`src/logic/etls_pkg.sv`:
```
// Shared constants for the external torque limit select block
package etls_pkg;
	// Register byte offsets
	localparam logic [7:0] ETLS_OFF_FWD_LIM     = 8'h00;
	localparam logic [7:0] ETLS_OFF_REV_LIM     = 8'h04;
	localparam logic [7:0] ETLS_OFF_FWD_EXT_LIM = 8'h08;
	localparam logic [7:0] ETLS_OFF_REV_EXT_LIM = 8'h0C;
	localparam logic [7:0] ETLS_OFF_CONFIG      = 8'h10;
	localparam logic [7:0] ETLS_OFF_CONTROL     = 8'h14;
	localparam logic [7:0] ETLS_OFF_STATUS      = 8'h18;
	localparam logic [7:0] ETLS_OFF_IRQ_STATUS  = 8'h1C;
	localparam logic [7:0] ETLS_OFF_IRQ_MASK    = 8'h20;
	localparam logic [7:0] ETLS_OFF_MAX_TORQUE  = 8'h24;

	// Limit settings, percent of rated torque
	localparam int         ETLS_LIM_W            = 10;
	localparam logic [9:0] ETLS_LIM_MAX          = 10'h320;
	localparam logic [9:0] ETLS_RST_FWD_LIM      = 10'h320;
	localparam logic [9:0] ETLS_RST_REV_LIM      = 10'h320;
	localparam logic [9:0] ETLS_RST_FWD_EXT_LIM  = 10'h064;
	localparam logic [9:0] ETLS_RST_REV_EXT_LIM  = 10'h064;
	localparam logic [9:0] ETLS_RST_MAX_TORQUE   = 10'h12C;

	// Config field positions
	localparam int ETLS_CFG_ROT_DIR   = 0;
	localparam int ETLS_CFG_ENC_USAGE = 1;
	localparam int ETLS_CFG_FWD_ALLOC = 4;
	localparam int ETLS_CFG_REV_ALLOC = 8;
	localparam int ETLS_CFG_OUT_ALLOC = 12;
	localparam int ETLS_ALLOC_W       = 4;
	localparam logic [15:0] ETLS_RST_CONFIG = 16'h0000;

	// Control, status and interrupt bit positions
	localparam int ETLS_CTL_RESTART   = 0;
	localparam int ETLS_ST_LIMITED    = 0;
	localparam int ETLS_ST_FWD_EXT    = 1;
	localparam int ETLS_ST_REV_EXT    = 2;
	localparam int ETLS_ST_INCR_MODE  = 3;
	localparam int ETLS_ST_POS_VALID  = 4;
	localparam int ETLS_ST_TURNS      = 16;
	localparam int ETLS_IRQ_W         = 3;
	localparam int ETLS_IRQ_LIMITED   = 0;
	localparam int ETLS_IRQ_WRAP_FWD  = 1;
	localparam int ETLS_IRQ_WRAP_REV  = 2;

	// Encoder usage
	typedef enum logic {ETLS_ENC_ABSOLUTE, ETLS_ENC_INCREMENTAL} etls_enc_mode_t;

	// Multiturn count range
	localparam logic signed [15:0] ETLS_TURNS_MAX = 16'sh7FFF;
	localparam logic signed [15:0] ETLS_TURNS_MIN = -16'sh8000;
endpackage

```
`src/logic/etls_in_sync.sv`:
```
// Three-stage pin synchroniser with agreement filter
`timescale 1ns/1ps
module etls_in_sync import etls_pkg::*; #(
	parameter int WIDTH = 8
) (
	// Clock and reset
	input  wire logic             core_clk,
	input  wire logic             resetn,
	// Pins and filtered levels
	input  wire logic [WIDTH-1:0] pin_in,
	output logic      [WIDTH-1:0] level_out
);
	logic [WIDTH-1:0] s1_q;
	logic [WIDTH-1:0] s2_q;
	logic [WIDTH-1:0] s3_q;
	logic [WIDTH-1:0] level_d;

	// A change counts once stages two and three agree
	assign level_d = (s2_q & s3_q) | (level_out & (s2_q | s3_q));

	always_ff @(posedge core_clk) begin
		if (!resetn) begin
			s1_q      <= '0;
			s2_q      <= '0;
			s3_q      <= '0;
			level_out <= '0;
		end else begin
			s1_q      <= pin_in;
			s2_q      <= s1_q;
			s3_q      <= s2_q;
			level_out <= level_d;
		end
	end
endmodule

```
`src/logic/etls_turn_counter.sv`:
```
// Signed multiturn rotation counter with wrap-around
`timescale 1ns/1ps
module etls_turn_counter import etls_pkg::*; (
	// Clock and reset
	input  wire logic               core_clk,
	input  wire logic               resetn,
	// Load and step
	input  wire logic               load,
	input  wire logic signed [15:0] load_value,
	input  wire logic               step_fwd,
	input  wire logic               step_rev,
	// Count and wrap events
	output logic signed [15:0]      turns_q,
	output logic                    wrap_fwd,
	output logic                    wrap_rev
);
	logic               at_max;
	logic               at_min;
	logic               do_fwd;
	logic               do_rev;
	logic signed [15:0] turns_d;

	assign at_max   = (turns_q == ETLS_TURNS_MAX);
	assign at_min   = (turns_q == ETLS_TURNS_MIN);
	assign do_fwd   = step_fwd && !step_rev && !load;
	assign do_rev   = step_rev && !step_fwd && !load;
	assign wrap_fwd = do_fwd && at_max;
	assign wrap_rev = do_rev && at_min;

	assign turns_d = load     ? load_value :
			 wrap_fwd ? ETLS_TURNS_MIN :
			 wrap_rev ? ETLS_TURNS_MAX :
			 do_fwd   ? 16'(turns_q + 16'sh0001) :
			 do_rev   ? 16'(turns_q - 16'sh0001) : turns_q;

	always_ff @(posedge core_clk) begin
		if (!resetn) begin
			turns_q <= '0;
		end else begin
			turns_q <= turns_d;
		end
	end
endmodule

```
`src/logic/etls_top.sv`:
```
// Torque limit selection, encoder usage and multiturn count
//
// Local design decisions: the placing of the registers and the strobed register port.
`timescale 1ns/1ps
// Function
// - forward cap is min of forward limit and forward external limit when asserted
// - reverse cap is min of reverse limit and reverse external limit when asserted
// - each limit setting spans 0 to 800 percent of rated torque, 1% steps
// - defaults 800, 800, 100; limit changes act immediately
// - torque-limited status is active exactly while torque is clipped
// - external limit inputs act only when allocated to a physical input
// - torque-limited status drives a pin only when allocated to an output
// - encoder usage 0 absolute, 1 incremental; change acts after restart
// - multiturn count wraps from +32767 to -32768 going forward
// - multiturn count wraps from -32768 to +32767 going reverse
// - absolute mode provides position right after power-up
// - with direction field 0, positive torque reference is forward
// - limits above motor maximum torque are replaced by the maximum
// - forward and reverse internal limits always apply
module etls_top import etls_pkg::*; #(
	parameter int N_IN  = 8,
	parameter int N_OUT = 4
) (
	// Clock and reset
	input  wire logic               core_clk,
	input  wire logic               resetn,
	// Register port
	input  wire logic [7:0]         reg_addr,
	input  wire logic [31:0]        reg_wdata,
	input  wire logic               reg_wr,
	input  wire logic               reg_rd,
	output logic      [31:0]        reg_rdata,
	// Physical discrete inputs and outputs
	input  wire logic [N_IN-1:0]    phys_in,
	output logic      [N_OUT-1:0]   phys_out,
	// Torque reference in percent of rated torque
	input  wire logic signed [11:0] torque_ref,
	output logic signed [11:0]      torque_cmd,
	// Encoder turn steps and power-up absolute turns
	input  wire logic               enc_turn_fwd,
	input  wire logic               enc_turn_rev,
	input  wire logic signed [15:0] enc_abs_turns,
	// Interrupt
	output logic                    irq
);
	// Minimum of two limit values
	function automatic logic [ETLS_LIM_W-1:0] lim_min(input logic [ETLS_LIM_W-1:0] a,
							    input logic [ETLS_LIM_W-1:0] b);
		lim_min = (a < b) ? a : b;
	endfunction

	// Write data saturated to the settable range
	function automatic logic [ETLS_LIM_W-1:0] lim_clamp(input logic [31:0] v);
		lim_clamp = (v > 32'(ETLS_LIM_MAX)) ? ETLS_LIM_MAX : v[ETLS_LIM_W-1:0];
	endfunction

	// Allocation code 0 means unassigned, 1..N selects pin N-1
	function automatic logic alloc_pick(input logic [ETLS_ALLOC_W-1:0] code,
					    input logic [N_IN-1:0] pins);
		logic hit;
		hit = 1'b0;
		for (int i = 0; i < N_IN; i++) begin
			if (code == ETLS_ALLOC_W'(i + 1)) begin
				hit = pins[i];
			end
		end
		alloc_pick = hit;
	endfunction

	// Settings
	logic [ETLS_LIM_W-1:0] fwd_torque_limit_q;
	logic [ETLS_LIM_W-1:0] rev_torque_limit_q;
	logic [ETLS_LIM_W-1:0] fwd_external_torque_limit_q;
	logic [ETLS_LIM_W-1:0] rev_external_torque_limit_q;
	logic [ETLS_LIM_W-1:0] max_torque_q;
	logic [15:0]           config_q;
	logic [ETLS_IRQ_W-1:0] irq_status_q;
	logic [ETLS_IRQ_W-1:0] irq_status_d;
	logic [ETLS_IRQ_W-1:0] irq_mask_q;
	logic [31:0]           reg_rdata_d;
	etls_enc_mode_t        enc_mode_q;
	logic                  pos_valid_q;
	logic                  init_pending_q;
	logic                  torque_limited_q;
	logic                  limited_prev_q;

	// Config fields
	logic                    rotation_direction_select;
	logic                    encoder_usage_select;
	logic [ETLS_ALLOC_W-1:0] fwd_limit_input_alloc;
	logic [ETLS_ALLOC_W-1:0] rev_limit_input_alloc;
	logic [ETLS_ALLOC_W-1:0] limited_output_alloc;

	assign rotation_direction_select = config_q[ETLS_CFG_ROT_DIR];
	assign encoder_usage_select      = config_q[ETLS_CFG_ENC_USAGE];
	assign fwd_limit_input_alloc     = config_q[ETLS_CFG_FWD_ALLOC +: ETLS_ALLOC_W];
	assign rev_limit_input_alloc     = config_q[ETLS_CFG_REV_ALLOC +: ETLS_ALLOC_W];
	assign limited_output_alloc      = config_q[ETLS_CFG_OUT_ALLOC +: ETLS_ALLOC_W];

	// Register decode
	logic wr_fwd;
	logic wr_rev;
	logic wr_fwd_ext;
	logic wr_rev_ext;
	logic wr_cfg;
	logic wr_ctl;
	logic wr_irq_st;
	logic wr_irq_mask;
	logic wr_max;
	logic restart;

	assign wr_fwd      = reg_wr && (reg_addr == ETLS_OFF_FWD_LIM);
	assign wr_rev      = reg_wr && (reg_addr == ETLS_OFF_REV_LIM);
	assign wr_fwd_ext  = reg_wr && (reg_addr == ETLS_OFF_FWD_EXT_LIM);
	assign wr_rev_ext  = reg_wr && (reg_addr == ETLS_OFF_REV_EXT_LIM);
	assign wr_cfg      = reg_wr && (reg_addr == ETLS_OFF_CONFIG);
	assign wr_ctl      = reg_wr && (reg_addr == ETLS_OFF_CONTROL);
	assign wr_irq_st   = reg_wr && (reg_addr == ETLS_OFF_IRQ_STATUS);
	assign wr_irq_mask = reg_wr && (reg_addr == ETLS_OFF_IRQ_MASK);
	assign wr_max      = reg_wr && (reg_addr == ETLS_OFF_MAX_TORQUE);
	assign restart     = wr_ctl && reg_wdata[ETLS_CTL_RESTART];

	// Pin inputs
	logic [N_IN-1:0] pins_lvl;

	etls_in_sync #(
		.WIDTH (N_IN)
	) u_in_sync (
		.core_clk  (core_clk),
		.resetn    (resetn),
		.pin_in    (phys_in),
		.level_out (pins_lvl)
	);

	logic fwd_ext_limit_in;
	logic rev_ext_limit_in;

	assign fwd_ext_limit_in = alloc_pick(fwd_limit_input_alloc, pins_lvl);
	assign rev_ext_limit_in = alloc_pick(rev_limit_input_alloc, pins_lvl);

	// Effective limits per direction
	logic [ETLS_LIM_W-1:0] fwd_sel;
	logic [ETLS_LIM_W-1:0] rev_sel;
	logic [ETLS_LIM_W-1:0] fwd_eff;
	logic [ETLS_LIM_W-1:0] rev_eff;

	// internal forward limit always in force
	assign fwd_sel = fwd_ext_limit_in ?
			 lim_min(fwd_torque_limit_q, fwd_external_torque_limit_q) :
			 fwd_torque_limit_q;
	// internal reverse limit always in force
	assign rev_sel = rev_ext_limit_in ?
			 lim_min(rev_torque_limit_q, rev_external_torque_limit_q) :
			 rev_torque_limit_q;
	assign fwd_eff = lim_min(fwd_sel, max_torque_q);
	assign rev_eff = lim_min(rev_sel, max_torque_q);

	// Clipping
	logic                  ref_neg;
	logic                  ref_fwd;
	logic [11:0]           ref_mag;
	logic [ETLS_LIM_W-1:0] dir_lim;
	logic                  clip;
	logic signed [11:0]    lim_signed;
	logic signed [11:0]    torque_cmd_d;

	assign ref_neg = torque_ref[11];
	// direction field 0 takes positive reference as forward
	assign ref_fwd    = rotation_direction_select ? ref_neg : !ref_neg;
	assign ref_mag    = ref_neg ? 12'(-torque_ref) : 12'(torque_ref);
	assign dir_lim    = ref_fwd ? fwd_eff : rev_eff;
	assign clip       = (ref_mag > 12'(dir_lim));
	assign lim_signed = ref_neg ? 12'(-$signed({2'b00, dir_lim})) : $signed({2'b00, dir_lim});
	assign torque_cmd_d = clip ? lim_signed : torque_ref;

	// Output pins
	logic [N_OUT-1:0] phys_out_d;

	always_comb begin
		phys_out_d = '0;
		for (int i = 0; i < N_OUT; i++) begin
			// status reaches a pin only when allocated
			if (limited_output_alloc == ETLS_ALLOC_W'(i + 1)) begin
				phys_out_d[i] = torque_limited_q;
			end
		end
	end

	always_ff @(posedge core_clk) begin
		if (!resetn) begin
			phys_out <= '0;
		end else begin
			phys_out <= phys_out_d;
		end
	end

	// Torque command and status
	always_ff @(posedge core_clk) begin
		if (!resetn) begin
			torque_cmd       <= '0;
			torque_limited_q <= 1'b0;
			limited_prev_q   <= 1'b0;
		end else begin
			torque_cmd       <= torque_cmd_d;
			// same cycle as the clipped command
			torque_limited_q <= clip;
			limited_prev_q   <= torque_limited_q;
		end
	end

	// Limit settings
	always_ff @(posedge core_clk) begin
		if (!resetn) begin
			fwd_torque_limit_q          <= ETLS_RST_FWD_LIM;
			rev_torque_limit_q          <= ETLS_RST_REV_LIM;
			fwd_external_torque_limit_q <= ETLS_RST_FWD_EXT_LIM;
			rev_external_torque_limit_q <= ETLS_RST_REV_EXT_LIM;
			max_torque_q                <= ETLS_RST_MAX_TORQUE;
		end else begin
			// writes saturate to the settable range
			// new limits act on the next cycle
			if (wr_fwd) begin
				fwd_torque_limit_q <= lim_clamp(reg_wdata);
			end
			if (wr_rev) begin
				rev_torque_limit_q <= lim_clamp(reg_wdata);
			end
			if (wr_fwd_ext) begin
				fwd_external_torque_limit_q <= lim_clamp(reg_wdata);
			end
			if (wr_rev_ext) begin
				rev_external_torque_limit_q <= lim_clamp(reg_wdata);
			end
			if (wr_max) begin
				max_torque_q <= lim_clamp(reg_wdata);
			end
		end
	end

	// Config and encoder usage
	always_ff @(posedge core_clk) begin
		if (!resetn) begin
			config_q   <= ETLS_RST_CONFIG;
			enc_mode_q <= ETLS_ENC_ABSOLUTE;
		end else begin
			if (wr_cfg) begin
				config_q <= reg_wdata[15:0];
			end
			// usage field acts only at restart
			if (restart) begin
				enc_mode_q <= etls_enc_mode_t'(encoder_usage_select);
			end
		end
	end

	// Multiturn count
	logic               turns_load;
	logic signed [15:0] turns_load_val;
	logic signed [15:0] turns_q;
	logic               wrap_fwd;
	logic               wrap_rev;

	// turns loaded on the first cycle after a restart: absolute turns, or zero in incremental mode
	assign turns_load     = init_pending_q;
	assign turns_load_val = (enc_mode_q == ETLS_ENC_ABSOLUTE) ? enc_abs_turns : 16'sh0000;

	always_ff @(posedge core_clk) begin
		if (!resetn) begin
			init_pending_q <= 1'b1;
			pos_valid_q    <= 1'b0;
		end else begin
			init_pending_q <= restart;
			pos_valid_q    <= !restart && (pos_valid_q || init_pending_q);
		end
	end

	etls_turn_counter u_turns (
		.core_clk   (core_clk),
		.resetn     (resetn),
		.load       (turns_load),
		.load_value (turns_load_val),
		.step_fwd   (enc_turn_fwd),
		.step_rev   (enc_turn_rev),
		.turns_q    (turns_q),
		.wrap_fwd   (wrap_fwd),
		.wrap_rev   (wrap_rev)
	);

	// Interrupts: set wins over write-one-to-clear
	logic [ETLS_IRQ_W-1:0] irq_events;

	assign irq_events[ETLS_IRQ_LIMITED]  = torque_limited_q && !limited_prev_q;
	assign irq_events[ETLS_IRQ_WRAP_FWD] = wrap_fwd;
	assign irq_events[ETLS_IRQ_WRAP_REV] = wrap_rev;
	assign irq_status_d = irq_events |
			      (irq_status_q & ~(wr_irq_st ? reg_wdata[ETLS_IRQ_W-1:0] : '0));
	assign irq = |(irq_status_q & irq_mask_q);

	always_ff @(posedge core_clk) begin
		if (!resetn) begin
			irq_status_q <= '0;
			irq_mask_q   <= '0;
		end else begin
			irq_status_q <= irq_status_d;
			if (wr_irq_mask) begin
				irq_mask_q <= reg_wdata[ETLS_IRQ_W-1:0];
			end
		end
	end

	// Read data
	logic [31:0] status_word;

	assign status_word = {turns_q, 11'h000,
			      pos_valid_q,
			      enc_mode_q == ETLS_ENC_INCREMENTAL,
			      rev_ext_limit_in,
			      fwd_ext_limit_in,
			      torque_limited_q};

	always_comb begin
		reg_rdata_d = 32'h0000_0000;
		unique case (reg_addr)
			ETLS_OFF_FWD_LIM:     reg_rdata_d = 32'(fwd_torque_limit_q);
			ETLS_OFF_REV_LIM:     reg_rdata_d = 32'(rev_torque_limit_q);
			ETLS_OFF_FWD_EXT_LIM: reg_rdata_d = 32'(fwd_external_torque_limit_q);
			ETLS_OFF_REV_EXT_LIM: reg_rdata_d = 32'(rev_external_torque_limit_q);
			ETLS_OFF_CONFIG:      reg_rdata_d = 32'(config_q);
			ETLS_OFF_STATUS:      reg_rdata_d = status_word;
			ETLS_OFF_IRQ_STATUS:  reg_rdata_d = 32'(irq_status_q);
			ETLS_OFF_IRQ_MASK:    reg_rdata_d = 32'(irq_mask_q);
			ETLS_OFF_MAX_TORQUE:  reg_rdata_d = 32'(max_torque_q);
			default:              reg_rdata_d = 32'h0000_0000;
		endcase
	end

	always_ff @(posedge core_clk) begin
		if (!resetn) begin
			reg_rdata <= '0;
		end else begin
			reg_rdata <= reg_rd ? reg_rdata_d : 32'h0000_0000;
		end
	end
endmodule

```
`config.mk`:
```
export PLATFORM = sky130hd
export DESIGN_NAME = etls_top
export DESIGN_NICKNAME = d
export VERILOG_FILES = /design/src/logic/etls_pkg.sv /design/src/logic/etls_in_sync.sv /design/src/logic/etls_turn_counter.sv /design/src/logic/etls_top.sv
export SDC_FILE = /design/constraint.sdc
export NUM_CORES = 1
export LEC_CHECK = 0
export BUFFER_PORTS_ARGS = -buffer_cell sky130_fd_sc_hd__buf_2
export CAP_MARGIN = 20
export CELL_PAD_IN_SITES_DETAIL_PLACEMENT = 0
export CELL_PAD_IN_SITES_GLOBAL_PLACEMENT = 1
export CORE_MARGIN = 3
export CORE_UTILIZATION = 39
export CTS_CLUSTER_DIAMETER = 100
export CTS_CLUSTER_SIZE = 12
export DETAILED_ROUTE_END_ITERATION = 8
export PLACE_DENSITY = 0.85
export SLEW_MARGIN = 20
export SYNTH_ARGS = -nofsm -noshare
export SYNTH_HDL_FRONTEND = slang
export SYNTH_SLANG_ARGS = --single-unit
```
`constraint.sdc`:
```
create_clock -name core_clk -period 6.18 [get_ports core_clk]
set_input_delay 1.545 -clock core_clk [delete_from_list [all_inputs] [get_ports core_clk]]
set_output_delay 1.545 -clock core_clk [all_outputs]
set_load 0.02 [all_outputs]
```
==> impl_metrics.yaml <==
timing:
  worst_slack_ps: 309
  finalHoldViolations: 0
  fmax_mhz: 170
  worst_pin_slew_ps: 1080
  maxSlewHeadroom: 0.278
  setup_viol: 0
  period_needed_ps: 5870
  fin_crit_sh: 0.950
  rsz0062_at_grt: "true"
  skew_ps: 15.9
  slew_viol_final: 0
synthesis:
  synthTopCellsByCount: "173 x dfxtp_1, 119 x nor2_1, 118 x a21oi_1"
  ys_types: 71
  synth.avg_cell_area_um2: 8.41
  seq_area_frac_synth: 0.381
  async_reset_ff_frac: 0
  ys.flop_type: "dfxtp_1"
  synth_nets: 1227
  synth_top_cell_by_area: "dfxtp_1"
  synthCells: 1082
  syn-cell-area_mm2: 0.00910
  synth_edf_count: 0
  yosysMostFrequentCell: "dfxtp_1"
  netlist_top_cells_area: "dfxtp_1 38%, ha_1 8.5%, a21oi_1 6.5%"
  ys_seq_elements: 173
  synth_top_area_share: 0.381
  yosysWarnings: 0
critical_path:
  endpoint_kind: "flip-flop"
  critPathLaunchType: "flip-flop"
  crit_type: "flip-flop to flip-flop"
  critPathSlowestCell: "a221oi_2"
  cp_max_fo: 7
  worstPathArrival_ps: 6190
  max_stage_delay_ps: 390
  required_ps: 6500
  r2r_slack_ps: 310
status:
  outcome: "finished, final reports clean"
floorplanning:
  initial_core_util: 0.399
  die_w_um: 159
  die_h_um: 159
  ios: 131
  design.core.area_mm2: 0.0228
  rows: 55
  dieArea_mm2: 0.0252
routing:
  wl_per_cell_um: 17.3
  drcViolationCount: 0
  first_pass_iters: 6
  drtIter0Drc: 509
  wl_met2_mm: 12.5
  highest_layer: "met4"
  wl_met1_mm: 11.8
  antenna_left: 0
  dr_wl_met3_mm: 1.47
  vias_per_cell: 5.44
  vias: 8338
  drt-total-wl_mm: 26.5
clocking:
  htree_levels: 4
  cts_tree: "yes"
  root_buffer: "clkbuf_16"
  clock-sinks: 173
  clockBufferDepth: 2
  clk_pin_slew_ps: 70
  cts-buffers-inserted: 17
  postCtsHoldBufs: 0
  clk_latency_ps: 440
layout:
  finalNonFillerCells: 1532
  drive_gt1_frac: 0.207
  multi_input_area_mm2: 0.00537
  syn_to_final_growth_pct: 19.3
  diodes: 0
  register_area_mm2: 0.00347
  nets: 1352
  fill_cells: 2209
grt:
  grt_antenna_before_repair: 0
  grt.overflow.total: 0
  grt_pass1_wl_mm: 42.8
  grt_pass1_vias: 8119
  grt_usage: 0.207
  grt_max_degree: 61
placed_design:
  port_buffers: 130
  placedCellCount: 1498
  hpwlAfterDp_mm: 19.6
  place_ws_ps: -15.7
  gp_congestion: 0.910
power:
  power_density_mw_per_mm2: 242
  vdd_ir_drop_max_uv: 171
  leakagePower_nw: 4.46
worst_hold_path:
  hold_path_class: "flip-flop to flip-flop"
job:
  cap_violations: 0
-- path summary, 6_finish.rpt --
path / start / cells past startpoint / endpoint
min: u_in_sync.s1_q[7] / 1 / u_in_sync.s2_q[7]
min reg2reg: u_in_sync.s1_q[7] / 1 / u_in_sync.s2_q[7]
max: rev_external_torque_limit_q[4] / 28 / torque_cmd[5]
max reg2reg: rev_external_torque_limit_q[4] / 28 / torque_cmd[5]
-- final cells by class --
class / instances / area share
clock inverter: 12 / 0.0138
multi-input combinational: 811 / 0.495
tap: 313 / 0.0361
sequential: 173 / 0.319
clock buffer: 19 / 0.0417
inverter: 51 / 0.0180
timing repair buffer: 153 / 0.0762
-- report_power, final --
| part | switching, mW | internal, mW |
|---|---|---|
| registers | 0.0317 | 1.15 |
| clock network | 0.482 | 0.627 |
| logic | 0.192 | 0.148 |
-- flip-flops by register name (all words and copies together), names as in the netlist --
register,flops
rev_torque_limit_q,10
rev_external_torque_limit_q,10
limited_prev_q,1
max_torque_q,10
torque_limited_q,1
init_pending_q,1
irq_status_q,3
reg_rdata,32
u_in_sync.s2_q,8
irq_mask_q,3
pos_valid_q,1
u_in_sync.s1_q,8
torque_cmd,12
config_q,16
fwd_external_torque_limit_q,10
enc_mode_q,1
fwd_torque_limit_q,10
phys_out,4
u_turns.turns_q,16
u_in_sync.level_out,8
u_in_sync.s3_q,8
-- repair_timing --
item                                    4_1_cts  5_1_grt
setup buffers                                 0        3
pin swaps                                     0        7
endpoints found under the setup margin        8       13
gates resized for setup                       2       28
-- worst max-delay path, delay by kind of cell (launching register included) --
family	cells	cell delay, ps
muxes	2	480
adders and majority gates	3	920
DFF	1	380
buffers and inverters	5	780
AOI/OAI and AO/OA	13	2350
and+or+nand+nor	5	840
-- cell families after synthesis --
logic type / after synthesis / synth area share
AOI/OAI and AO/OA: 308 / 0.222
xor gates and xnor gates: 33 / 0.0318
adders and majority gates: 63 / 0.0875
buffers and inverters: 98 / 0.0407
DFF: 173 / 0.381
muxes: 27 / 0.0349
and+or+nand+nor: 380 / 0.202
-- placed cells by master, fill, tap and decap left out, types with 4 or more instances in the layout --
master       n
mux2_2      15
buf_2      130
a221oi_4     4
nand3b_1     4
a22oi_1     25
nand3_1     13
o21ai_1     10
xnor2_1     26
inv_1       49
nand2b_1     9
a211oi_1     4
nor3_1      15
nor2_1     117
nand4_1     13
a31oi_1     15
dfxtp_1    170
a211oi_2     4
nand2_1    109
buf_4       22
o31ai_1      7
o21a_1       5
xor2_1       7
and2_2       5
and2_1      47
ha_1        62
a21oi_1    118
a222oi_1     8
mux2i_1      8
nor2b_1      5
o211ai_1    18
o21ai_0     45
or2_2        4
nor4_1       9
a21o_1       9
inv_6        4
clkbuf_16   17
-- per-stage QoR --
stage	util	area (um^2)	setup TNS (ps)	power (mW)	hold WS, ps
finish	0.476	10900	0	2.63	432
global route	0.476	10900	-314	2.74	454
CTS	0.471	10700	0	2.64	438
detailed placement	0.444	10100	-53.4	1.54	421
global placement	0.444	10100	0	1.54	421
floorplan	-	9100	0	1.43	412
-- routing by layer --
metal  global-route usage  up-vias
met5                    0        -
met4               0.0684        0
met3               0.0360       44
met2                0.341      265
met1                0.276     3918
li1                     -     4111
Note: power is estimated with default switching activity, not from simulation.
